--- src/sfr_defines.vh ---
// sfr_defines.vh: addresses, implemented-bit masks and reset values of the register bank
// assumes: included by bare name from the design files under src/
`ifndef SFR_DEFINES_VH
`define SFR_DEFINES_VH
`define ADDR_W            7
`define A_WINDOW          7'h00
`define A_PC_LOW          7'h02
`define A_FLAGS           7'h03
`define A_POINTER         7'h04
`define A_PORT            7'h05
`define A_PIN_IE          7'h07
`define A_PIN_EDGE        7'h09
`define A_INT_EN          7'h0B
`define A_INT_FLAG        7'h0C
`define A_TMA_COUNT       7'h0E
`define A_TMA_CTRL        7'h0F
`define A_TMA_PRESET      7'h10
`define A_WDOG            7'h11
`define A_POWER           7'h12
`define A_CLOCK_CONFIGURATION          7'h13
`define A_PWMA_CFG        7'h14
`define A_PWMA_RUN        7'h15
`define A_PWMA_CNT_LO     7'h16
`define A_PWMA_DUTY_LO    7'h17
`define A_PWMA_CNT_HI     7'h18
`define A_PWMA_DUTY_HI    7'h19
`define A_PWMB_CFG        7'h20
`define A_PWMB_RUN        7'h21
`define A_PWMB_CNT        7'h22
`define A_PWMB_DUTY       7'h23
`define A_BUZZ_LVD        7'h24
`define A_ADC_CTRL1       7'h28
`define A_ADC_CTRL2       7'h29
`define A_ADC_HI          7'h30
`define A_ADC_LO          7'h31
`define A_ADC_INEN        7'h32
`define A_CMP_CTRL1       7'h35
`define A_CMP_REF1_HI     7'h36
`define A_CMP_REF1_LO     7'h37
`define A_CMP_CTRL2       7'h38
`define A_CMP_REF2_HI     7'h39
`define A_CMP_REF2_LO     7'h3A
`define A_GPR_BASE        7'h40
// implemented-bit masks, unimplemented positions read zero
`define M_FLAGS           8'h3F
`define M_FLAGS_WR        8'h27
`define M_ALU_FLAGS       8'h07
`define M_POINTER         8'h7F
`define M_PORT6           8'h3F
`define M_INT_EN          8'h99
`define M_INT_FLAG        8'h59
`define M_TMA_CTRL        8'hBE
`define M_WDOG            8'hFC
`define M_POWER           8'h7F
`define M_CLOCK_CONFIGURATION          8'hF7
`define M_PWM_CFG         8'hBF
`define M_BUZZ_LVD        8'hF0
`define M_ADC_CTRL2       8'hDF
`define M_ADC_LO          8'h03
`define M_ADC_INEN        8'h1F
`define M_REF_LO          8'h03
`define FLAGS_RESET       8'h18
`define ZERO8             8'h00
`endif

--- src/sfr_map_indirect_access.v ---
// sfr_map_indirect_access.v: special-function register bank with indirect window
// assumes: the core presents one access per instruction cycle on mclk, with
// the direct address; peripherals supply their read-only values as inputs.
`timescale 1ns/1ps
`default_nettype none
`include "sfr_defines.vh"
module sfr_map_indirect_access #(
  parameter GPR_DEPTH = 64
) (
  // clock and reset
  input  wire        mclk,
  input  wire        resetn,
  // core data access
  input  wire [6:0]  acc_addr,
  input  wire        acc_rd,
  input  wire        acc_wr,
  input  wire [7:0]  acc_wdata,
  output wire [7:0]  acc_rdata,
  // alu flag update from the executing instruction
  input  wire        alu_flag_we,
  input  wire [2:0]  alu_flags,
  // status flags set by the core
  input  wire        timeout_n,
  input  wire        powerdown_n,
  // program counter
  input  wire [10:0] pc_value,
  output wire        pc_low_we,
  output wire [7:0]  pc_low_wdata,
  // peripheral read-only values
  input  wire [5:0]  port_pins,
  input  wire [7:0]  tma_count,
  input  wire [15:0] pwma_count,
  input  wire [7:0]  pwmb_count,
  input  wire [9:0]  adc_result,
  input  wire [7:0]  hw_int_flag_set,
  // register contents to peripherals
  output reg  [5:0]  port_latch_reg,
  output reg  [7:0]  flags_reg,
  output reg  [6:0]  pointer_reg,
  output wire [255:0] sfr_out
);
  // 32-entry array of plain read-write registers 0x07..0x3A, compacted
  reg [7:0] cfg_reg [0:31];
  reg [7:0] int_flag_reg;
  reg [5:0] pins_s1_reg;
  reg [5:0] pins_s2_reg;

  wire        is_window   = (acc_addr == `A_WINDOW);
  // target address from pointer low seven bits
  wire [6:0]  eff_addr    = is_window ? pointer_reg : acc_addr;
  wire        self_window = is_window && (pointer_reg == `A_WINDOW);
  // write to the window through itself goes nowhere
  wire        eff_wr      = acc_wr && !self_window;

  // maps a config address to its array slot and implemented mask; 5'h1F = none
  function [12:0] cfg_slot;
    input [6:0] a;
    begin
      case (a)
        `A_PIN_IE:       cfg_slot = {5'h00, `M_PORT6};
        `A_PIN_EDGE:     cfg_slot = {5'h01, `M_PORT6};
        `A_INT_EN:       cfg_slot = {5'h02, `M_INT_EN};
        `A_TMA_CTRL:     cfg_slot = {5'h03, `M_TMA_CTRL};
        `A_TMA_PRESET:   cfg_slot = {5'h04, 8'hFF};
        `A_WDOG:         cfg_slot = {5'h05, `M_WDOG};
        `A_POWER:        cfg_slot = {5'h06, `M_POWER};
        `A_CLOCK_CONFIGURATION:       cfg_slot = {5'h07, `M_CLOCK_CONFIGURATION};
        `A_PWMA_CFG:     cfg_slot = {5'h08, `M_PWM_CFG};
        `A_PWMA_RUN:     cfg_slot = {5'h09, 8'hFF};
        `A_PWMA_DUTY_LO: cfg_slot = {5'h0A, 8'hFF};
        `A_PWMA_DUTY_HI: cfg_slot = {5'h0B, 8'hFF};
        `A_PWMB_CFG:     cfg_slot = {5'h0C, `M_PWM_CFG};
        `A_PWMB_RUN:     cfg_slot = {5'h0D, 8'hFF};
        `A_PWMB_DUTY:    cfg_slot = {5'h0E, 8'hFF};
        `A_BUZZ_LVD:     cfg_slot = {5'h0F, `M_BUZZ_LVD};
        `A_ADC_CTRL1:    cfg_slot = {5'h10, 8'hFF};
        `A_ADC_CTRL2:    cfg_slot = {5'h11, `M_ADC_CTRL2};
        `A_ADC_INEN:     cfg_slot = {5'h12, `M_ADC_INEN};
        `A_CMP_CTRL1:    cfg_slot = {5'h13, 8'hFF};
        `A_CMP_REF1_HI:  cfg_slot = {5'h14, 8'hFF};
        `A_CMP_REF1_LO:  cfg_slot = {5'h15, `M_REF_LO};
        `A_CMP_CTRL2:    cfg_slot = {5'h16, 8'hFF};
        `A_CMP_REF2_HI:  cfg_slot = {5'h17, 8'hFF};
        `A_CMP_REF2_LO:  cfg_slot = {5'h18, `M_REF_LO};
        default:         cfg_slot = {5'h1F, 8'h00};
      endcase
    end
  endfunction

  wire [12:0] slot_info = cfg_slot(eff_addr);
  wire [4:0]  slot      = slot_info[12:8];
  wire [7:0]  slot_mask = slot_info[7:0];
  wire        slot_hit  = (slot != 5'h1F);
  wire        gpr_hit   = eff_addr[6];

  wire [7:0]  gpr_rdata;
  sfr_gpr_ram #(
    .DEPTH (GPR_DEPTH),
    .AW    (6)
  ) u_gpr (
    .mclk    (mclk),
    .wr_en   (eff_wr && gpr_hit),
    .wr_addr (eff_addr[5:0]),
    .wr_data (acc_wdata),
    .rd_addr (eff_addr[5:0]),
    .rd_data (gpr_rdata)
  );

  // read mux; the answer is combinational within the access cycle
  reg [7:0] rd_mux;
  always @* begin
    rd_mux = `ZERO8;
    if (self_window) begin
      rd_mux = `ZERO8;
    end else if (gpr_hit) begin
      rd_mux = gpr_rdata;
    end else if (slot_hit) begin
      rd_mux = cfg_reg[slot] & slot_mask;
    end else begin
      case (eff_addr)
        `A_PC_LOW:      rd_mux = pc_value[7:0];
        `A_FLAGS:       rd_mux = flags_reg & `M_FLAGS;
        `A_POINTER:     rd_mux = {1'b0, pointer_reg};
        `A_PORT:        rd_mux = {2'b00, pins_s2_reg};
        `A_INT_FLAG:    rd_mux = int_flag_reg & `M_INT_FLAG;
        `A_TMA_COUNT:   rd_mux = tma_count;
        `A_PWMA_CNT_LO: rd_mux = pwma_count[7:0];
        `A_PWMA_CNT_HI: rd_mux = pwma_count[15:8];
        `A_PWMB_CNT:    rd_mux = pwmb_count;
        `A_ADC_HI:      rd_mux = adc_result[9:2];
        `A_ADC_LO:      rd_mux = {6'b000000, adc_result[1:0]};
        default:        rd_mux = `ZERO8;
      endcase
    end
  end
  assign acc_rdata = acc_rd ? rd_mux : `ZERO8;

  // pc low write goes to the core's program counter; pc high bits are never mapped
  assign pc_low_we    = eff_wr && (eff_addr == `A_PC_LOW);
  assign pc_low_wdata = acc_wdata;

  integer i;
  always @(posedge mclk or negedge resetn) begin
    if (!resetn) begin
      for (i = 0; i < 32; i = i + 1) begin
        cfg_reg[i] <= `ZERO8;
      end
      flags_reg      <= `FLAGS_RESET;
      pointer_reg    <= 7'h00;
      port_latch_reg <= 6'h00;
      int_flag_reg   <= `ZERO8;
      pins_s1_reg    <= 6'h00;
      pins_s2_reg    <= 6'h00;
    end else begin
      pins_s1_reg <= port_pins;
      pins_s2_reg <= pins_s1_reg;
      if (eff_wr && slot_hit) begin
        cfg_reg[slot] <= acc_wdata & slot_mask;
      end
      if (eff_wr && (eff_addr == `A_POINTER)) begin
        pointer_reg <= acc_wdata[6:0];
      end
      if (eff_wr && (eff_addr == `A_PORT)) begin
        port_latch_reg <= acc_wdata[5:0];
      end
      // hardware set wins over a software write in the same cycle
      int_flag_reg <= ((eff_wr && (eff_addr == `A_INT_FLAG)) ? acc_wdata : int_flag_reg)
                      & `M_INT_FLAG | (hw_int_flag_set & `M_INT_FLAG);
      // timeout and powerdown are not writable; frp only from a write
      flags_reg[5] <= (eff_wr && (eff_addr == `A_FLAGS)) ? acc_wdata[5] : flags_reg[5];
      flags_reg[4] <= timeout_n;
      flags_reg[3] <= powerdown_n;
      flags_reg[7:6] <= 2'b00;
      if (alu_flag_we) begin
        flags_reg[2:0] <= alu_flags;
      end else if (eff_wr && (eff_addr == `A_FLAGS)) begin
        flags_reg[2:0] <= acc_wdata[2:0];
      end
    end
  end

  // read-only registers have no storage here, so writes to them fall away
  genvar g;
  generate
    for (g = 0; g < 32; g = g + 1) begin : g_out
      assign sfr_out[g*8 +: 8] = cfg_reg[g];
    end
  endgenerate
endmodule // sfr_map_indirect_access
`default_nettype wire

--- src/sfr_gpr_ram.v ---
// sfr_gpr_ram.v: general purpose register array for the upper data addresses
// assumes: one write port, asynchronous read, same clock as the register bank
`timescale 1ns/1ps
`default_nettype none
module sfr_gpr_ram #(
  parameter DEPTH  = 64,
  parameter AW     = 6
) (
  // clock
  input  wire         mclk,
  // write port
  input  wire         wr_en,
  input  wire [AW-1:0] wr_addr,
  input  wire [7:0]   wr_data,
  // read port
  input  wire [AW-1:0] rd_addr,
  output wire [7:0]   rd_data
);
  // contents are undefined at power-up, as for the on-chip sram
  reg [7:0] mem [0:DEPTH-1];

  always @(posedge mclk) begin
    if (wr_en) begin
      mem[wr_addr] <= wr_data;
    end
  end

  assign rd_data = mem[rd_addr];
endmodule // sfr_gpr_ram
`default_nettype wire

--- config.mk ---
export PLATFORM = sky130hd
export DESIGN_NAME = sfr_map_indirect_access
export DESIGN_NICKNAME = d
export VERILOG_FILES = /design/src/sfr_map_indirect_access.v /design/src/sfr_gpr_ram.v
export VERILOG_INCLUDE_DIRS = /design/src /design/src/src
export SDC_FILE = /design/constraint.sdc
export NUM_CORES = 1
export LEC_CHECK = 0
export CORE_MARGIN = 5
export CORE_UTILIZATION = 50
export DETAILED_ROUTE_END_ITERATION = 6
export DONT_BUFFER_PORTS = 1
export RECOVER_POWER = 50
export SLEW_MARGIN = 10
export SYNTH_ARGS = -nofsm -noshare
export SYNTH_HDL_FRONTEND = slang
export SYNTH_SLANG_ARGS = --single-unit
--- constraint.sdc ---
create_clock -name mclk -period 6.5 [get_ports mclk]
set_clock_uncertainty 0.05 [all_clocks]
set_input_delay 0.325 -clock mclk [delete_from_list [all_inputs] [get_ports mclk]]
set_output_delay 0.325 -clock mclk [all_outputs]
set_load 0.03 [all_outputs]
### Yosys cells after proc, flatten, opt, wreduce, memory -nomap -nowiden

Memories as Yosys holds them, arrays and structs flattened.
Cells that the tools add are included.

* $lt $le $gt $ge: 2
* equal/unequal tests: 12
* muxes and demuxes: 18
* bitwise gates (word level): 4
* reductions and logical operators: 14

Operator list (number)
* 256-bit bitwise mux: 1
* 8-bit case mux with 11 select lines: 1
* 8-bit 2-to-1 mux: 7
* 8-bit binary-select mux with 5-bit select: 1
* 8-bit demux with 5-bit select: 1
* 7-bit by 6-bit equality test with 1-bit output (second input constant): 3
* 8-bit AND: 2
* 7-bit by 2-bit equality test with 1-bit output (second input constant): 2
* 7-bit by 3-bit equality test with 1-bit output (second input constant): 2
* 7-bit by 4-bit equality test with 1-bit output (second input constant): 2
* 7-bit by 5-bit equality test with 1-bit output (second input constant): 2
* 7-bit zero test: 2
* 7-bit 2-to-1 mux: 2
* 13-bit 2-to-1 mux: 1
* 1-bit logical AND: 10
* 7-bit bitwise OR: 1
* 6-bit greater-or-equal comparator (second input constant): 1
* 6-bit by 1-bit less-than comparator with 1-bit output (second input constant): 1
* 3-bit 2-to-1 mux: 2
* 5-bit inverter with 6-bit output: 1
* 5-bit != test (second input constant): 1
* 1-bit 2-to-1 mux: 2
* 2-bit nonzero test: 1
* 1-bit zero test: 1

* flip-flop bits (word level): 294
* bits in writable memories: 512
* memory bits (read-only): 832
* memories: 2

Memories
* (name not given): depth 64, bits a word 13, read ports 1, clocked after memory_dff 0, wr ports 0, line sfr_map_indirect_access.v:59 `case (a)`
* u_gpr.mem: depth 64, bits a word 8, read ports 1, clocked after memory_dff 0, wr ports 1, line sfr_gpr_ram.v:20 `reg [7:0] mem [0:DEPTH-1];`

### Longest topological paths before layout

An unclocked memory read counts as a cell.

* depth in word-level cells: 13
* depth in mapped cells: 22

### By module

Synthesis repeated with hierarchy kept, for this count alone.

* cells, all modules: 2538
* area total of the unflattened synthesis: 34271.6 um^2

By module, submodules not included
* sfr_gpr_ram: times used 1, cells each 932, area each 20006.7 um^2, seq. area each 15374.7 um^2
* sfr_map_indirect_access: times used 1, cells each 1606, area each 14264.9 um^2, seq. area each 7284.5 um^2

### Worst setup path before layout

No wires, ideal clock.

* path type: flip-flop to output port
* start point: register pointer_reg[1]
* end point: output port acc_rdata[4]
* data arrival time: 5.583 ns
* data required time: 6.125 ns
* setup slack: 0.542 ns
* stages on the path, launching flop included: 23
* path buffers: 8
* cells stage by stage: dfrtp_1 -> clkbuf_1 -> nor3b_1 -> a21oi_2 -> inv_2 -> clkbuf_1 -> clkbuf_1 -> clkbuf_1 -> buf_1 -> ha_1 -> buf_1 -> a21bo_2 -> a31oi_1 -> a21boi_1 -> o211ai_1 -> nor3_1 -> buf_2 -> buf_2 -> a21oi_1 -> nand2_1 -> nand4_1 -> and4_1 -> o31ai_1

* cells in the longest elaborated chain, start to end: 12
* elaborated cells between the ends (all ways): 28
* those cells by class: eq/ne (12); mux (10); bitwise (2); reduce/logical (2); memory (2)

RTL lines
* start: declaration: line sfr_map_indirect_access.v:39 `output reg [6:0] pointer_reg,`
* start signal: assignment: line sfr_map_indirect_access.v:161 `pointer_reg <= acc_wdata[6:0];`
* 7-bit 2-to-1 mux: line sfr_map_indirect_access.v:50 `wire [6:0] eff_addr = is_window ? pointer_reg : acc_addr;`
* memory 64 x 13 bit
* 13-bit 2-to-1 mux: line sfr_map_indirect_access.v:59
* 5-bit inverter with 6-bit output (not written as such): line sfr_map_indirect_access.v:118 `rd_mux = cfg_reg[slot] & slot_mask;`
* 8-bit binary-select mux with 5-bit select: line sfr_map_indirect_access.v:118
* 8-bit 2-to-1 mux (not written as such) (2 in a row): line sfr_map_indirect_access.v:118
* 8-bit AND: line sfr_map_indirect_access.v:118
* 8-bit 2-to-1 mux: line sfr_map_indirect_access.v:117 `end else if (slot_hit) begin`
* 8-bit 2-to-1 mux: line sfr_map_indirect_access.v:115 `end else if (gpr_hit) begin`
* 8-bit 2-to-1 mux (*): line sfr_map_indirect_access.v:113 `if (self_window) begin`
* 8-bit 2-to-1 mux (no source line) (*)
* end: declaration: line sfr_map_indirect_access.v:18 `output wire [7:0] acc_rdata,`

Mark *: on every way between the ends. The rest lies on a longest branch, timed or not. The select of a mux whose other input is x is not followed.

### Worst setup path in the final report

* start point: register pointer_reg[3]
* end point: output port acc_rdata[0]

Same word-level chain as after synthesis.

==> results_dict.tcl <==
set metrics [dict create \
    ios 386 \
    final_nets 2993 \
    postSynthCellCount 2986 \
    end_kind "output port" \
    cts-root-buf "clkbuf_16" \
    synth_area_sq_um 34300 \
    max-cap-violations 8 \
    cts_resized 0 \
    reg2reg_slack_ns 0.94 \
    period_share_pct 96.8 \
    maxSlewHeadroom_pct -143 \
    rows 96 \
    drtIter0Drc 2851 \
    tightestPinTransition_ns 3.64 \
    track_usage_pct 29.4 \
    vias 24400 \
    setup_violations 0 \
    antenna_found_initial 5 \
    finalMaxSlewViolations 539 \
    core_sq_um 68300 \
    final_antenna_net_count 0 \
    drive_gt1_share_pct 8.13 \
    cp_data_required_time_ns 6.12 \
    irDropWorstVdd_mv 0.215 \
    io_buffers 0 \
    async_flop_share_pct 36.2 \
    rsz0062_at_grt "false" \
    cts_buffer_depth 3 \
    cts.clk_slew.worst_paths_ns 0.06 \
    cts_buffers 85 \
    cts_tree "yes" \
    power.density_nw_per_um2 302 \
    synth-seq-cells 803 \
    synth_common_cells "764 x nand2_1, 512 x edfxtp_1, 289 x dfrtp_1" \
    grt_max_degree 292 \
    final_util_pct 55.5 \
    largest_reg_flops 512 \
    yosys_warnings 0 \
    worstSetupPathType "reg -> out" \
    clock_latency_ns 0.64 \
    drc 0 \
    hp-class "in -> async" \
    path_max_fanout 16 \
    yosysSeqAreaShare_pct 66.0 \
    dp.cells 3669 \
    fmax_mhz 159 \
    synthMostInstantiatedCell "nand2_1" \
    status "finished, violations left" \
    gp_congestion 0.941 \
    yosysTopAreaCellShare_pct 44.8 \
    post-route-min-period_ns 6.29 \
    post-cts-setup-buffers 0 \
    critPathLaunchType "flop" \
    p_leak_uw 0.0143 \
    arrival_ns 5.92 \
    start_util_pct 50.2 \
    drt_wl_total_um 112000 \
    grt.overflow.total 0 \
    final_hold_viol_count 291 \
    viasPerCell 6.34 \
    synthFlopType "edfxtp_1" \
    yosys.area.top_type "edfxtp_1" \
    finalSetupTns_ns 0 \
    htree_levels 3 \
    grt_pass1_wl_um 162000 \
    cts_hold_buf 26 \
    fp.dieH_um 272 \
    synth_edf_count 512 \
    clock_sinks 803 \
    hold_ws_ns -0.675 \
    die_w_um 272 \
    dp_hpwl_um 70600 \
    grt_pass1_vias 23200 \
    area_delta_synth_final_pct 10.5 \
    firstDrtPassIters 7 \
    ys_types 80 \
    avgSynthCellArea_sq_um 11.5 \
    synth_area_leaders "edfxtp_1 45%, dfrtp_1 21%, nand2_1 8.4%" \
    violations "negative hold slack, max-capacitance violations, max-slew violations" \
    die-area_sq_um 74000 \
    fin_cells 3853 \
    wl_per_cell_um 29.0 \
]
==> layer usage <==
| layer | track usage [%] | wire, um | vias to the layer above |
|---|---|---|---|
| met1 | 38.6 | 42000 | 12100 |
| met5 | 0 | 0 | - |
| met2 | 47.4 | 53100 | 1354 |
| li1 | - | - | 10700 |
| met4 | 12.8 | 5790 | 0 |
| met3 | 6.56 | 10800 | 272 |
==> through the flow <==
| step | total power [uW] | area (sq um) | worst slack [ns] |
|---|---|---|---|
| final | 11400 | 37900 | 0.208 |
| after global routing | 11800 | 37900 | 0.128 |
| after global placement | 6720 | 35000 | 1.08 |
| after detailed placement | 6740 | 35000 | 1.07 |
| after floorplan | 6420 | 34300 | 0.542 |
| after CTS | 11500 | 38100 | 0.338 |
==> final timing paths <==
path	startpoint	endpoint	depth (start not counted)
min in group mclk	acc_wr	flags_reg[5]	3
worst max-delay path	pointer_reg[3]	acc_rdata[0]	11
worst min-delay path	resetn	sfr_out[101]	0
max in group asynchronous	resetn	flags_reg[4]	0
worst max register to register	pointer_reg[1]	sfr_out[199]	15
worst min register to register	pins_s1_reg[3]	pins_s2_reg[3]	0
==> logic make-up after synthesis <==
group | share of synthesized area (%)
AO/OA/AOI/OAI | 10.1
adder cells (fa/ha/maj) | 0.0365
buffers and inverters | 3.36
flip-flops | 66.0
multiplexers | 4.47
other | 0.0109
AND/OR/NAND/NOR | 16.0
==> worst max-delay path: stages (launching register included) <==
cell and delay [ns]:
dfrtp_1 0.62, nor4b_2 0.64, a21o_1 0.51, nor2_1 0.21, a221oi_1 0.42, or4_1 0.81, nor2_1 0.40, a221o_1 0.44
o21ai_0 0.50, nor3_1 0.11, o31a_1 0.41, buf_12 0.18
==> cell usage in the layout, fill, tap and decap left out, types with 13 or more instances in the layout <==
master and n:
clkbuf_16 86, nand2_1 764, a311oi_1 56, o22ai_1 22, edfxtp_1 512, and3_1 101, buf_4 49, dfrtp_1 289
nand3_1 98, nor3_1 48, a222oi_1 13, inv_1 22, clkbuf_1 30, dlygate4sd3_1 18, nand4_1 32, o21ai_0 201
a31oi_1 50, a22oi_1 14, clkinv_1 14, mux4_2 17, and2_1 32, a21oi_1 58, mux2i_1 100, nor2_1 110
==> where the power goes <==
group          total (uW)  switching (uW)  internal [uW]
Clock                4700            2000           2700
Combinational         855             604            251
Sequential           5880             323           5560
==> cell type report <==
class	count	area, sq um
diodes	5	12.5
clock buffers	117	2360
clock inverters	36	340
fillers	5680	30400
inverters	24	98.8
multi-input cells	1903	10600
flip-flops and latches	803	22700
well taps	882	1100
repair buffers	83	738
Note: power is estimated with default switching activity, not from simulation.
